`src/logic/ctu_defines.vh`:
```
// register offsets, field positions and reset values of the charge time edge control block
// Operation
// - edge-1 status reads occurrence; writes drive it
// - edge-2 sensing: one edge, zero level
// - edge-2 polarity: one rising, zero falling
// - four-bit field selects one of sixteen sources
// - bits 17 and 16 read zero
// - module enable turns unit on
// - bit 14 reads zero
// - halt-when-idle stops unit during idle
// - delay-pulse enable gates delay pulse generation
// - edge pass enable blocks or passes edges
// - discharge sink only when discharge bit set
`ifndef CTU_DEFINES_VH
`define CTU_DEFINES_VH
`define CTU_ADDR_CTRL         12'h000
`define CTU_ADDR_IRQ_STATUS   12'h004
`define CTU_ADDR_IRQ_MASK     12'h008
`define CTU_BIT_FIRST_SEEN    24
`define CTU_BIT_SENSING       23
`define CTU_BIT_POLARITY      22
`define CTU_SRC_HI            21
`define CTU_SRC_LO            18
`define CTU_BIT_ENABLE        15
`define CTU_BIT_HALT_IDLE     13
`define CTU_BIT_DELAY_EN      12
`define CTU_BIT_EDGE_PASS     11
`define CTU_BIT_DISCHARGE     1
`define CTU_CTRL_WMASK        32'h01fcb802
`define CTU_CTRL_RESET        32'h00000000
`define CTU_IRQ_BITS          2
`define CTU_IRQ_FIRST         0
`define CTU_IRQ_SECOND        1
`define CTU_SRC_COMP_TWO      4'he
`endif

```
`src/logic/ctu_edge_control.v`:
```
// charge time unit edge control: apb registers, edge source select, edge detect, interrupts
`include "ctu_defines.vh"
module ctu_edge_control (
	// clock and reset
	input  wire        ref_clk_in,
	input  wire        rst_n_in,
	// apb slave
	input  wire        psel_in,
	input  wire        penable_in,
	input  wire        pwrite_in,
	input  wire [11:0] paddr_in,
	input  wire [31:0] pwdata_in,
	input  wire [3:0]  pstrb_in,
	output reg  [31:0] prdata_out,
	output reg         pready_out,
	output reg         pslverr_out,
	// edge sources
	input  wire        timer_one_event_in,
	input  wire        compare_one_event_in,
	input  wire [6:0]  edge_pin_in,
	input  wire [2:0]  capture_event_in,
	input  wire        peripheral_bus_clock_in,
	input  wire [2:0]  comparator_output_in,
	// system state
	input  wire        idle_mode_in,
	// outputs
	output reg         second_edge_hit_out,
	output reg         delay_pulse_out,
	output reg         sample_cap_discharge_out,
	output reg         unit_active_out,
	output reg         irq_out
);
	reg  [31:0] ctrl;
	reg  [1:0]  irq_status;
	reg  [1:0]  irq_mask;
	reg         src_prev;
	reg         first_seen_prev;
	reg  [15:0] src_vec;
	wire        first_edge_seen      = ctrl[`CTU_BIT_FIRST_SEEN];
	wire        second_edge_sensing  = ctrl[`CTU_BIT_SENSING];
	wire        second_edge_polarity = ctrl[`CTU_BIT_POLARITY];
	wire [3:0]  second_edge_source   = ctrl[`CTU_SRC_HI:`CTU_SRC_LO];
	wire        halt_when_idle       = ctrl[`CTU_BIT_HALT_IDLE];
	wire        delay_pulse_enable   = ctrl[`CTU_BIT_DELAY_EN];
	wire        edge_pass_enable     = ctrl[`CTU_BIT_EDGE_PASS];
	wire        sample_cap_discharge = ctrl[`CTU_BIT_DISCHARGE];
	wire        module_on            = ctrl[`CTU_BIT_ENABLE];
	// unit runs only when on and not halted by idle
	wire        running  = module_on & ~(halt_when_idle & idle_mode_in);
	wire        gate     = running & edge_pass_enable;
	wire        src_raw;
	wire        src_pol;
	wire        second_hit;
	wire        wr_en    = psel_in & penable_in & pwrite_in & pready_out;
	reg         mapped;
	wire [31:0] byte_mask;
	wire        first_rise;
	reg  [31:0] next_ctrl;
	reg  [31:0] next_rdata;
	reg  [1:0]  next_status;
	genvar      gi;

	generate
		for (gi = 0; gi < 4; gi = gi + 1) begin : g_lane
			assign byte_mask[gi*8 +: 8] = {8{pstrb_in[gi]}};
		end
	endgenerate

	// sixteen-way source select, code 4'hf down to 4'h0
	always @* begin
		// comparators and bus clock
		src_vec[15] = comparator_output_in[2];
		src_vec[14] = comparator_output_in[1];
		src_vec[13] = comparator_output_in[0];
		src_vec[12] = peripheral_bus_clock_in;
		// capture events
		src_vec[11] = capture_event_in[2];
		src_vec[10] = capture_event_in[1];
		src_vec[9]  = capture_event_in[0];
		// edge pins
		src_vec[8]  = edge_pin_in[6];
		src_vec[7]  = edge_pin_in[5];
		src_vec[6]  = edge_pin_in[4];
		src_vec[5]  = edge_pin_in[3];
		src_vec[4]  = edge_pin_in[2];
		// the two lowest pins sit in swapped code order
		src_vec[3]  = edge_pin_in[0];
		src_vec[2]  = edge_pin_in[1];
		src_vec[1]  = compare_one_event_in;
		src_vec[0]  = timer_one_event_in;
	end
	assign src_raw = src_vec[second_edge_source];
	assign src_pol = second_edge_polarity ? src_raw : ~src_raw;
	// edge mode looks for a transition to the active level, level mode for the level itself
	assign second_hit = gate & (second_edge_sensing ? (src_pol & ~src_prev) : src_pol);
	assign first_rise = first_edge_seen & ~first_seen_prev;

	always @* begin
		next_ctrl = ctrl;
		if (wr_en && paddr_in == `CTU_ADDR_CTRL) begin
			next_ctrl = (ctrl & ~(byte_mask & `CTU_CTRL_WMASK)) |
			            (pwdata_in & byte_mask & `CTU_CTRL_WMASK);
		end
		// a second edge with delay pulses enabled marks the first edge as seen
		if (second_hit && delay_pulse_enable) begin
			next_ctrl[`CTU_BIT_FIRST_SEEN] = 1'b1;
		end
	end

	always @* begin
		next_status = irq_status;
		if (wr_en && paddr_in == `CTU_ADDR_IRQ_STATUS && pstrb_in[0]) begin
			next_status = irq_status & ~pwdata_in[1:0];
		end
		// set wins over clear
		if (first_rise && running) begin
			next_status[`CTU_IRQ_FIRST] = 1'b1;
		end
		if (second_hit) begin
			next_status[`CTU_IRQ_SECOND] = 1'b1;
		end
	end

	always @* begin
		next_rdata = 32'h00000000;
		case (paddr_in)
			`CTU_ADDR_CTRL: begin
				next_rdata                          = 32'h00000000;
				next_rdata[`CTU_BIT_FIRST_SEEN]     = first_edge_seen;
				next_rdata[`CTU_BIT_SENSING]        = second_edge_sensing;
				next_rdata[`CTU_BIT_POLARITY]       = second_edge_polarity;
				next_rdata[`CTU_SRC_HI:`CTU_SRC_LO] = second_edge_source;
				next_rdata[`CTU_BIT_ENABLE]         = module_on;
				next_rdata[`CTU_BIT_HALT_IDLE]      = halt_when_idle;
				next_rdata[`CTU_BIT_DELAY_EN]       = delay_pulse_enable;
				next_rdata[`CTU_BIT_EDGE_PASS]      = edge_pass_enable;
				next_rdata[`CTU_BIT_DISCHARGE]      = sample_cap_discharge;
			end
			`CTU_ADDR_IRQ_STATUS: begin
				next_rdata                  = 32'h00000000;
				next_rdata[`CTU_IRQ_FIRST]  = irq_status[`CTU_IRQ_FIRST];
				next_rdata[`CTU_IRQ_SECOND] = irq_status[`CTU_IRQ_SECOND];
			end
			`CTU_ADDR_IRQ_MASK: begin
				next_rdata                  = 32'h00000000;
				next_rdata[`CTU_IRQ_FIRST]  = irq_mask[`CTU_IRQ_FIRST];
				next_rdata[`CTU_IRQ_SECOND] = irq_mask[`CTU_IRQ_SECOND];
			end
			default: begin
				next_rdata = 32'h00000000;
			end
		endcase
	end

	reg         next_prev;
	reg  [1:0]  next_mask;
	reg         next_ready;
	reg         next_slverr;
	reg  [31:0] next_prdata;
	reg         next_hit;
	reg         next_delay;
	reg         next_sink;
	reg         next_active;
	reg         next_irq;

	// only the three words below answer without an error
	always @* begin
		mapped = 1'b0;
		case (paddr_in)
			`CTU_ADDR_CTRL: begin
				mapped = 1'b1;
			end
			`CTU_ADDR_IRQ_STATUS: begin
				mapped = 1'b1;
			end
			`CTU_ADDR_IRQ_MASK: begin
				mapped = 1'b1;
			end
			default: begin
				mapped = 1'b0;
			end
		endcase
	end

	// held at the gated level so that opening the gate on an active level is no edge
	always @* begin
		next_prev = 1'b1;
		if (gate) begin
			next_prev = src_pol;
		end
	end

	// mask register, low byte lane only
	always @* begin
		next_mask = irq_mask;
		if (wr_en && paddr_in == `CTU_ADDR_IRQ_MASK && pstrb_in[0]) begin
			next_mask = pwdata_in[1:0];
		end
	end

	// one wait state: ready in the second access cycle
	always @* begin
		next_ready  = psel_in & penable_in & ~pready_out;
		next_slverr = psel_in & penable_in & ~pready_out & ~mapped;
	end

	// read data is captured in the first access cycle
	always @* begin
		next_prdata = prdata_out;
		if (psel_in && penable_in && !pready_out && !pwrite_in) begin
			next_prdata = next_rdata;
		end
	end

	// event outputs
	always @* begin
		next_hit   = second_hit;
		next_delay = second_hit & delay_pulse_enable;
	end

	// level outputs
	always @* begin
		next_sink   = sample_cap_discharge;
		next_active = running;
		next_irq    = |(next_status & irq_mask);
	end

	// control register
	always @(posedge ref_clk_in or negedge rst_n_in) begin
		if (!rst_n_in) begin
			ctrl <= `CTU_CTRL_RESET;
		end else begin
			ctrl <= next_ctrl;
		end
	end

	// interrupt status and mask
	always @(posedge ref_clk_in or negedge rst_n_in) begin
		if (!rst_n_in) begin
			irq_status <= 2'h0;
			irq_mask   <= 2'h0;
		end else begin
			irq_status <= next_status;
			irq_mask   <= next_mask;
		end
	end

	// selected source history, reset to the gated level
	always @(posedge ref_clk_in or negedge rst_n_in) begin
		if (!rst_n_in) begin
			src_prev <= 1'b1;
		end else begin
			src_prev <= next_prev;
		end
	end

	// edge-1 status history for its rising edge
	always @(posedge ref_clk_in or negedge rst_n_in) begin
		if (!rst_n_in) begin
			first_seen_prev <= 1'b0;
		end else begin
			first_seen_prev <= first_edge_seen;
		end
	end

	// bus handshake
	always @(posedge ref_clk_in or negedge rst_n_in) begin
		if (!rst_n_in) begin
			pready_out  <= 1'b0;
			pslverr_out <= 1'b0;
		end else begin
			pready_out  <= next_ready;
			pslverr_out <= next_slverr;
		end
	end

	// read data holds until the next read
	always @(posedge ref_clk_in or negedge rst_n_in) begin
		if (!rst_n_in) begin
			prdata_out <= 32'h00000000;
		end else begin
			prdata_out <= next_prdata;
		end
	end

	// edge event outputs
	always @(posedge ref_clk_in or negedge rst_n_in) begin
		if (!rst_n_in) begin
			second_edge_hit_out <= 1'b0;
			delay_pulse_out     <= 1'b0;
		end else begin
			second_edge_hit_out <= next_hit;
			delay_pulse_out     <= next_delay;
		end
	end

	// level outputs
	always @(posedge ref_clk_in or negedge rst_n_in) begin
		if (!rst_n_in) begin
			sample_cap_discharge_out <= 1'b0;
			unit_active_out          <= 1'b0;
			irq_out                  <= 1'b0;
		end else begin
			sample_cap_discharge_out <= next_sink;
			unit_active_out          <= next_active;
			irq_out                  <= next_irq;
		end
	end
endmodule

```
`config.mk`:
```
export PLATFORM = sky130hd
export DESIGN_NAME = ctu_edge_control
export DESIGN_NICKNAME = d
export VERILOG_FILES = /design/src/logic/ctu_edge_control.v
export VERILOG_INCLUDE_DIRS = /design/src /design/src/logic
export SDC_FILE = /design/constraint.sdc
export NUM_CORES = 1
export LEC_CHECK = 0
export ABC_AREA = 0
export BUFFER_PORTS_ARGS = -buffer_cell sky130_fd_sc_hd__buf_2
export CAP_MARGIN = 40
export CORE_MARGIN = 2
export CORE_UTILIZATION = 48
export CTS_BUF_LIST = sky130_fd_sc_hd__clkbuf_4 sky130_fd_sc_hd__clkbuf_8
export DETAILED_ROUTE_END_ITERATION = 8
export HOLD_SLACK_MARGIN = 0.1
export PLACE_DENSITY_LB_ADDON = 0.25
export SLEW_MARGIN = 20
export SYNTH_ARGS = -nofsm -noshare
export SYNTH_HDL_FRONTEND = slang
export SYNTH_SLANG_ARGS = --single-unit
```
`constraint.sdc`:
```
create_clock -name ref_clk_in -period 4.8 [get_ports ref_clk_in]
set_clock_uncertainty 0.2 [all_clocks]
set_input_delay 0.48 -clock ref_clk_in [delete_from_list [all_inputs] [get_ports ref_clk_in]]
set_output_delay 0.48 -clock ref_clk_in [all_outputs]
set_load 0.02 [all_outputs]
```
==> run metrics <==
status complete, no violations; Req. time, crit path around 4.8 ns; vias in the first global route 1248; Final Power between 0.6 and 0.7 mW; Buf/Inv on CP 0; All-Layer GR Usage 18.3%; Clk pin slew, worst setup/hold paths roughly 0.07 ns; root buf cell clkbuf_8; Data arrival, critical path 2.62 ns; layout cells sized above 1 47.2%; post-cts resize count 0; RD Place Congestion about 0.86; vias per inst approximately 5.0; CP top delay family multiplexers; DRC viols 0; DP Wirelength roughly 2.7 mm; mux contribution to synthesized area roughly 16%; area of the mapped netlist 0.00177 mm²; DRT Pass-1 Iters 4; maximum vdd drop roughly 180 µV; Synth Area in Compound Gates between 10% and 20%; crit share post-route between 50% and 60%; area growth from synthesis to final layout 27.2%; CP Depth 5; Distinct cells, synth 34; RSZ-0062 raised after global routing no; Critical Path Max Stage Delay ~0.59 ns; pin count of the biggest net entering global routing 39; clock latency on the worst-skew pair roughly 0.29 ns; Mapped Avg Cell Area between 10 and 15 µm²; sequential share of the synthesized area a little over half; final cell count without fillers about 260; Starting DRT DRC Count 71; synthesized flop and latch total 38; io pins about 110; Cells after Synth about 140; Final Hold Vio Count 0; setup bufs post-CTS 0; Adder-Cell Fraction of Synth Area 0%; Max Freq 0.379 GHz; WL final ~3.6 mm; Core Rows 22; Vias roughly 1300; CP Max Fanout 6; count of port buffers added during placement 70; clock sink total 38; Post-Synth Simple-Gate Area slightly below 10%; Num CTS Buffers 5; slowest CP cell mux4_1; slew margin rel. a little over half; hold depth 0; Startpoint Class flop; setup TNS 0 ns; Post-DRT Antenna Nets 0; reg2reg path depth 5; Layout Nets between 200 and 300; critical path type flop to flop; H-tree levels 2; Worst Hold Class flop to flop; Starting Density between 40 and 50%; Placed Cells incl. Taps between 200 and 300; Finish-stage setup viols 0; minimum clock period after layout ~2.6 ns; worst-path cell chain mux4_1, mux4_2, xor2_1, nor2_2, a221o_2; first-pass GRT wire length slightly below 6 mm; total grt overflow 0; CTS tree yes; max-slew violation count 0; slew of the pin with the lowest slew margin 0.670 ns; Worst setup EP type flop; Pwr Density just under 300 mW/mm²; max-cap viol count 0; xor/xnor share of the synthesized area 0.495%; # diodes 0; Max Root-Sink Buffers 2; initial antenna violation count 0; Layout fillers 285; largest family of logic cells by synthesized area multiplexers; drt wl/cell 13.6 µm; Lkg Pwr about 1.2 nW; die width between 60 and 70 µm; final hold slack roughly 0.22 ns; full die area between 0.004 and 0.005 mm²; Die Ht between 60 and 70 µm; synth warn 0; core area between 0.003 and 0.004 mm²
[cell usage in the layout (no fill, tap or decap), types with 2 or more instances in the layout]
cell type,synthesis,routed
mux2_2,13,13
nor4_1,3,2
a22o_1,10,10
a22o_2,2,2
nor3_1,2,2
mux4_1,4,4
dfrtp_1,37,37
and2_1,2,2
conb_1,1,19
nor2b_1,3,3
a21boi_0,2,2
nand2_1,9,9
o31ai_1,2,2
nor2_1,3,3
buf_2,0,70
clkbuf_4,0,2
nand3_1,3,3
o21ai_0,2,2
a21oi_1,2,2
clkbuf_8,0,5
[worst paths after layout]
| kind | slack, ns | from | end |
|---|---|---|---|
| max | 2.16 | flop | ctrl[24] |
| min | 0.22 | flop | sample_cap_discharge_out |
| max reg2reg | 2.16 | flop | ctrl[24] |
| min reg2reg | 0.22 | flop | sample_cap_discharge_out |
| max in group asynchronous | 3.37 | rst_n_in | src_prev |
| min in group asynchronous | 0.48 | rst_n_in | prdata_out[19] |
[report_power, final]
part	internal, mW	total [mW]	switching [mW]
clock network	0.167	0.274	0.107
logic	0.0224	0.0554	0.0330
registers	0.321	0.322	0.000588
[Yosys cell counts (all sizes together)]
master / instances / area, µm²
a22o: 12 / 108
dfrtp: 37 / 926
a21oi: 2 / 10.0
mux2: 13 / 146
dfstp: 1 / 26.3
nand4: 1 / 6.26
a21boi: 2 / 15.0
nand3: 3 / 15.0
nor2b: 3 / 18.8
buf: 20 / 154
conb: 1 / 3.75
and4: 1 / 8.76
nand3b: 1 / 7.51
nor3b: 1 / 7.51
nor4: 3 / 18.8
clkbuf: 3 / 11.3
nor4b: 1 / 8.76
a221o: 1 / 11.3
or3: 1 / 6.26
nor2: 4 / 17.5
nor3: 2 / 10.0
and2: 2 / 12.5
xor2: 1 / 8.76
a22oi: 1 / 7.51
nand2: 9 / 33.8
mux2i: 1 / 10.0
o31ai: 2 / 15.0
mux4: 5 / 128
o21ai: 3 / 18.8
[routing by layer]
metal | vias to the layer above | part of all wire, % | global-route usage (%)
met2 | 45 | 50 | 29.8
met1 | 633 | 42 | 23.1
li1 | 619 | - | -
met4 | 0 | 1.3 | 5.32
met5 | - | 0 | 0
met3 | 5 | 6.6 | 6.42
[cell families (layout without fill, tap and decap cells)]
logic type / after synthesis / in the layout
AO/OA/AOI/OAI: 23 / 23
XOR/XNOR: 1 / 1
buffers and inverters: 23 / 82
flip-flops: 38 / 38
multiplexers: 19 / 19
other: 1 / 19
AND/OR/NAND/NOR: 32 / 32
[what timing repair did]
| action | in CTS | in global routing |
|---|---|---|
| endpoints found under the hold margin | 0 | 19 |
| setup endpoints to repair | 0 | 0 |
| hold buffers | 0 | 1 |
[per-stage QoR]
| stage | util, % | worst slack [ns] | cell area, µm² |
|---|---|---|---|
| final | 62.5 | 2.16 | 2250 |
| after global routing | 62.5 | 2.10 | 2250 |
| after CTS | 61.4 | 2.14 | 2210 |
| after detailed placement | 58.3 | 2.02 | 2100 |
| after global placement | 57.9 | 1.80 | 2090 |
| after floorplan | - | 2.34 | 1840 |
[final cells by class]
type | count | area (µm²) | share of cell area [%]
sequential | 38 | 952 | 42.3
multi-input combinational | 94 | 727 | 32.3
clock inverter | 1 | 30.0 | 1.33
clock buffer | 7 | 83.8 | 3.72
timing repair buffer | 74 | 399 | 17.7
tap | 48 | 60.1 | 2.67
Note: power is estimated with default switching activity, not from simulation.
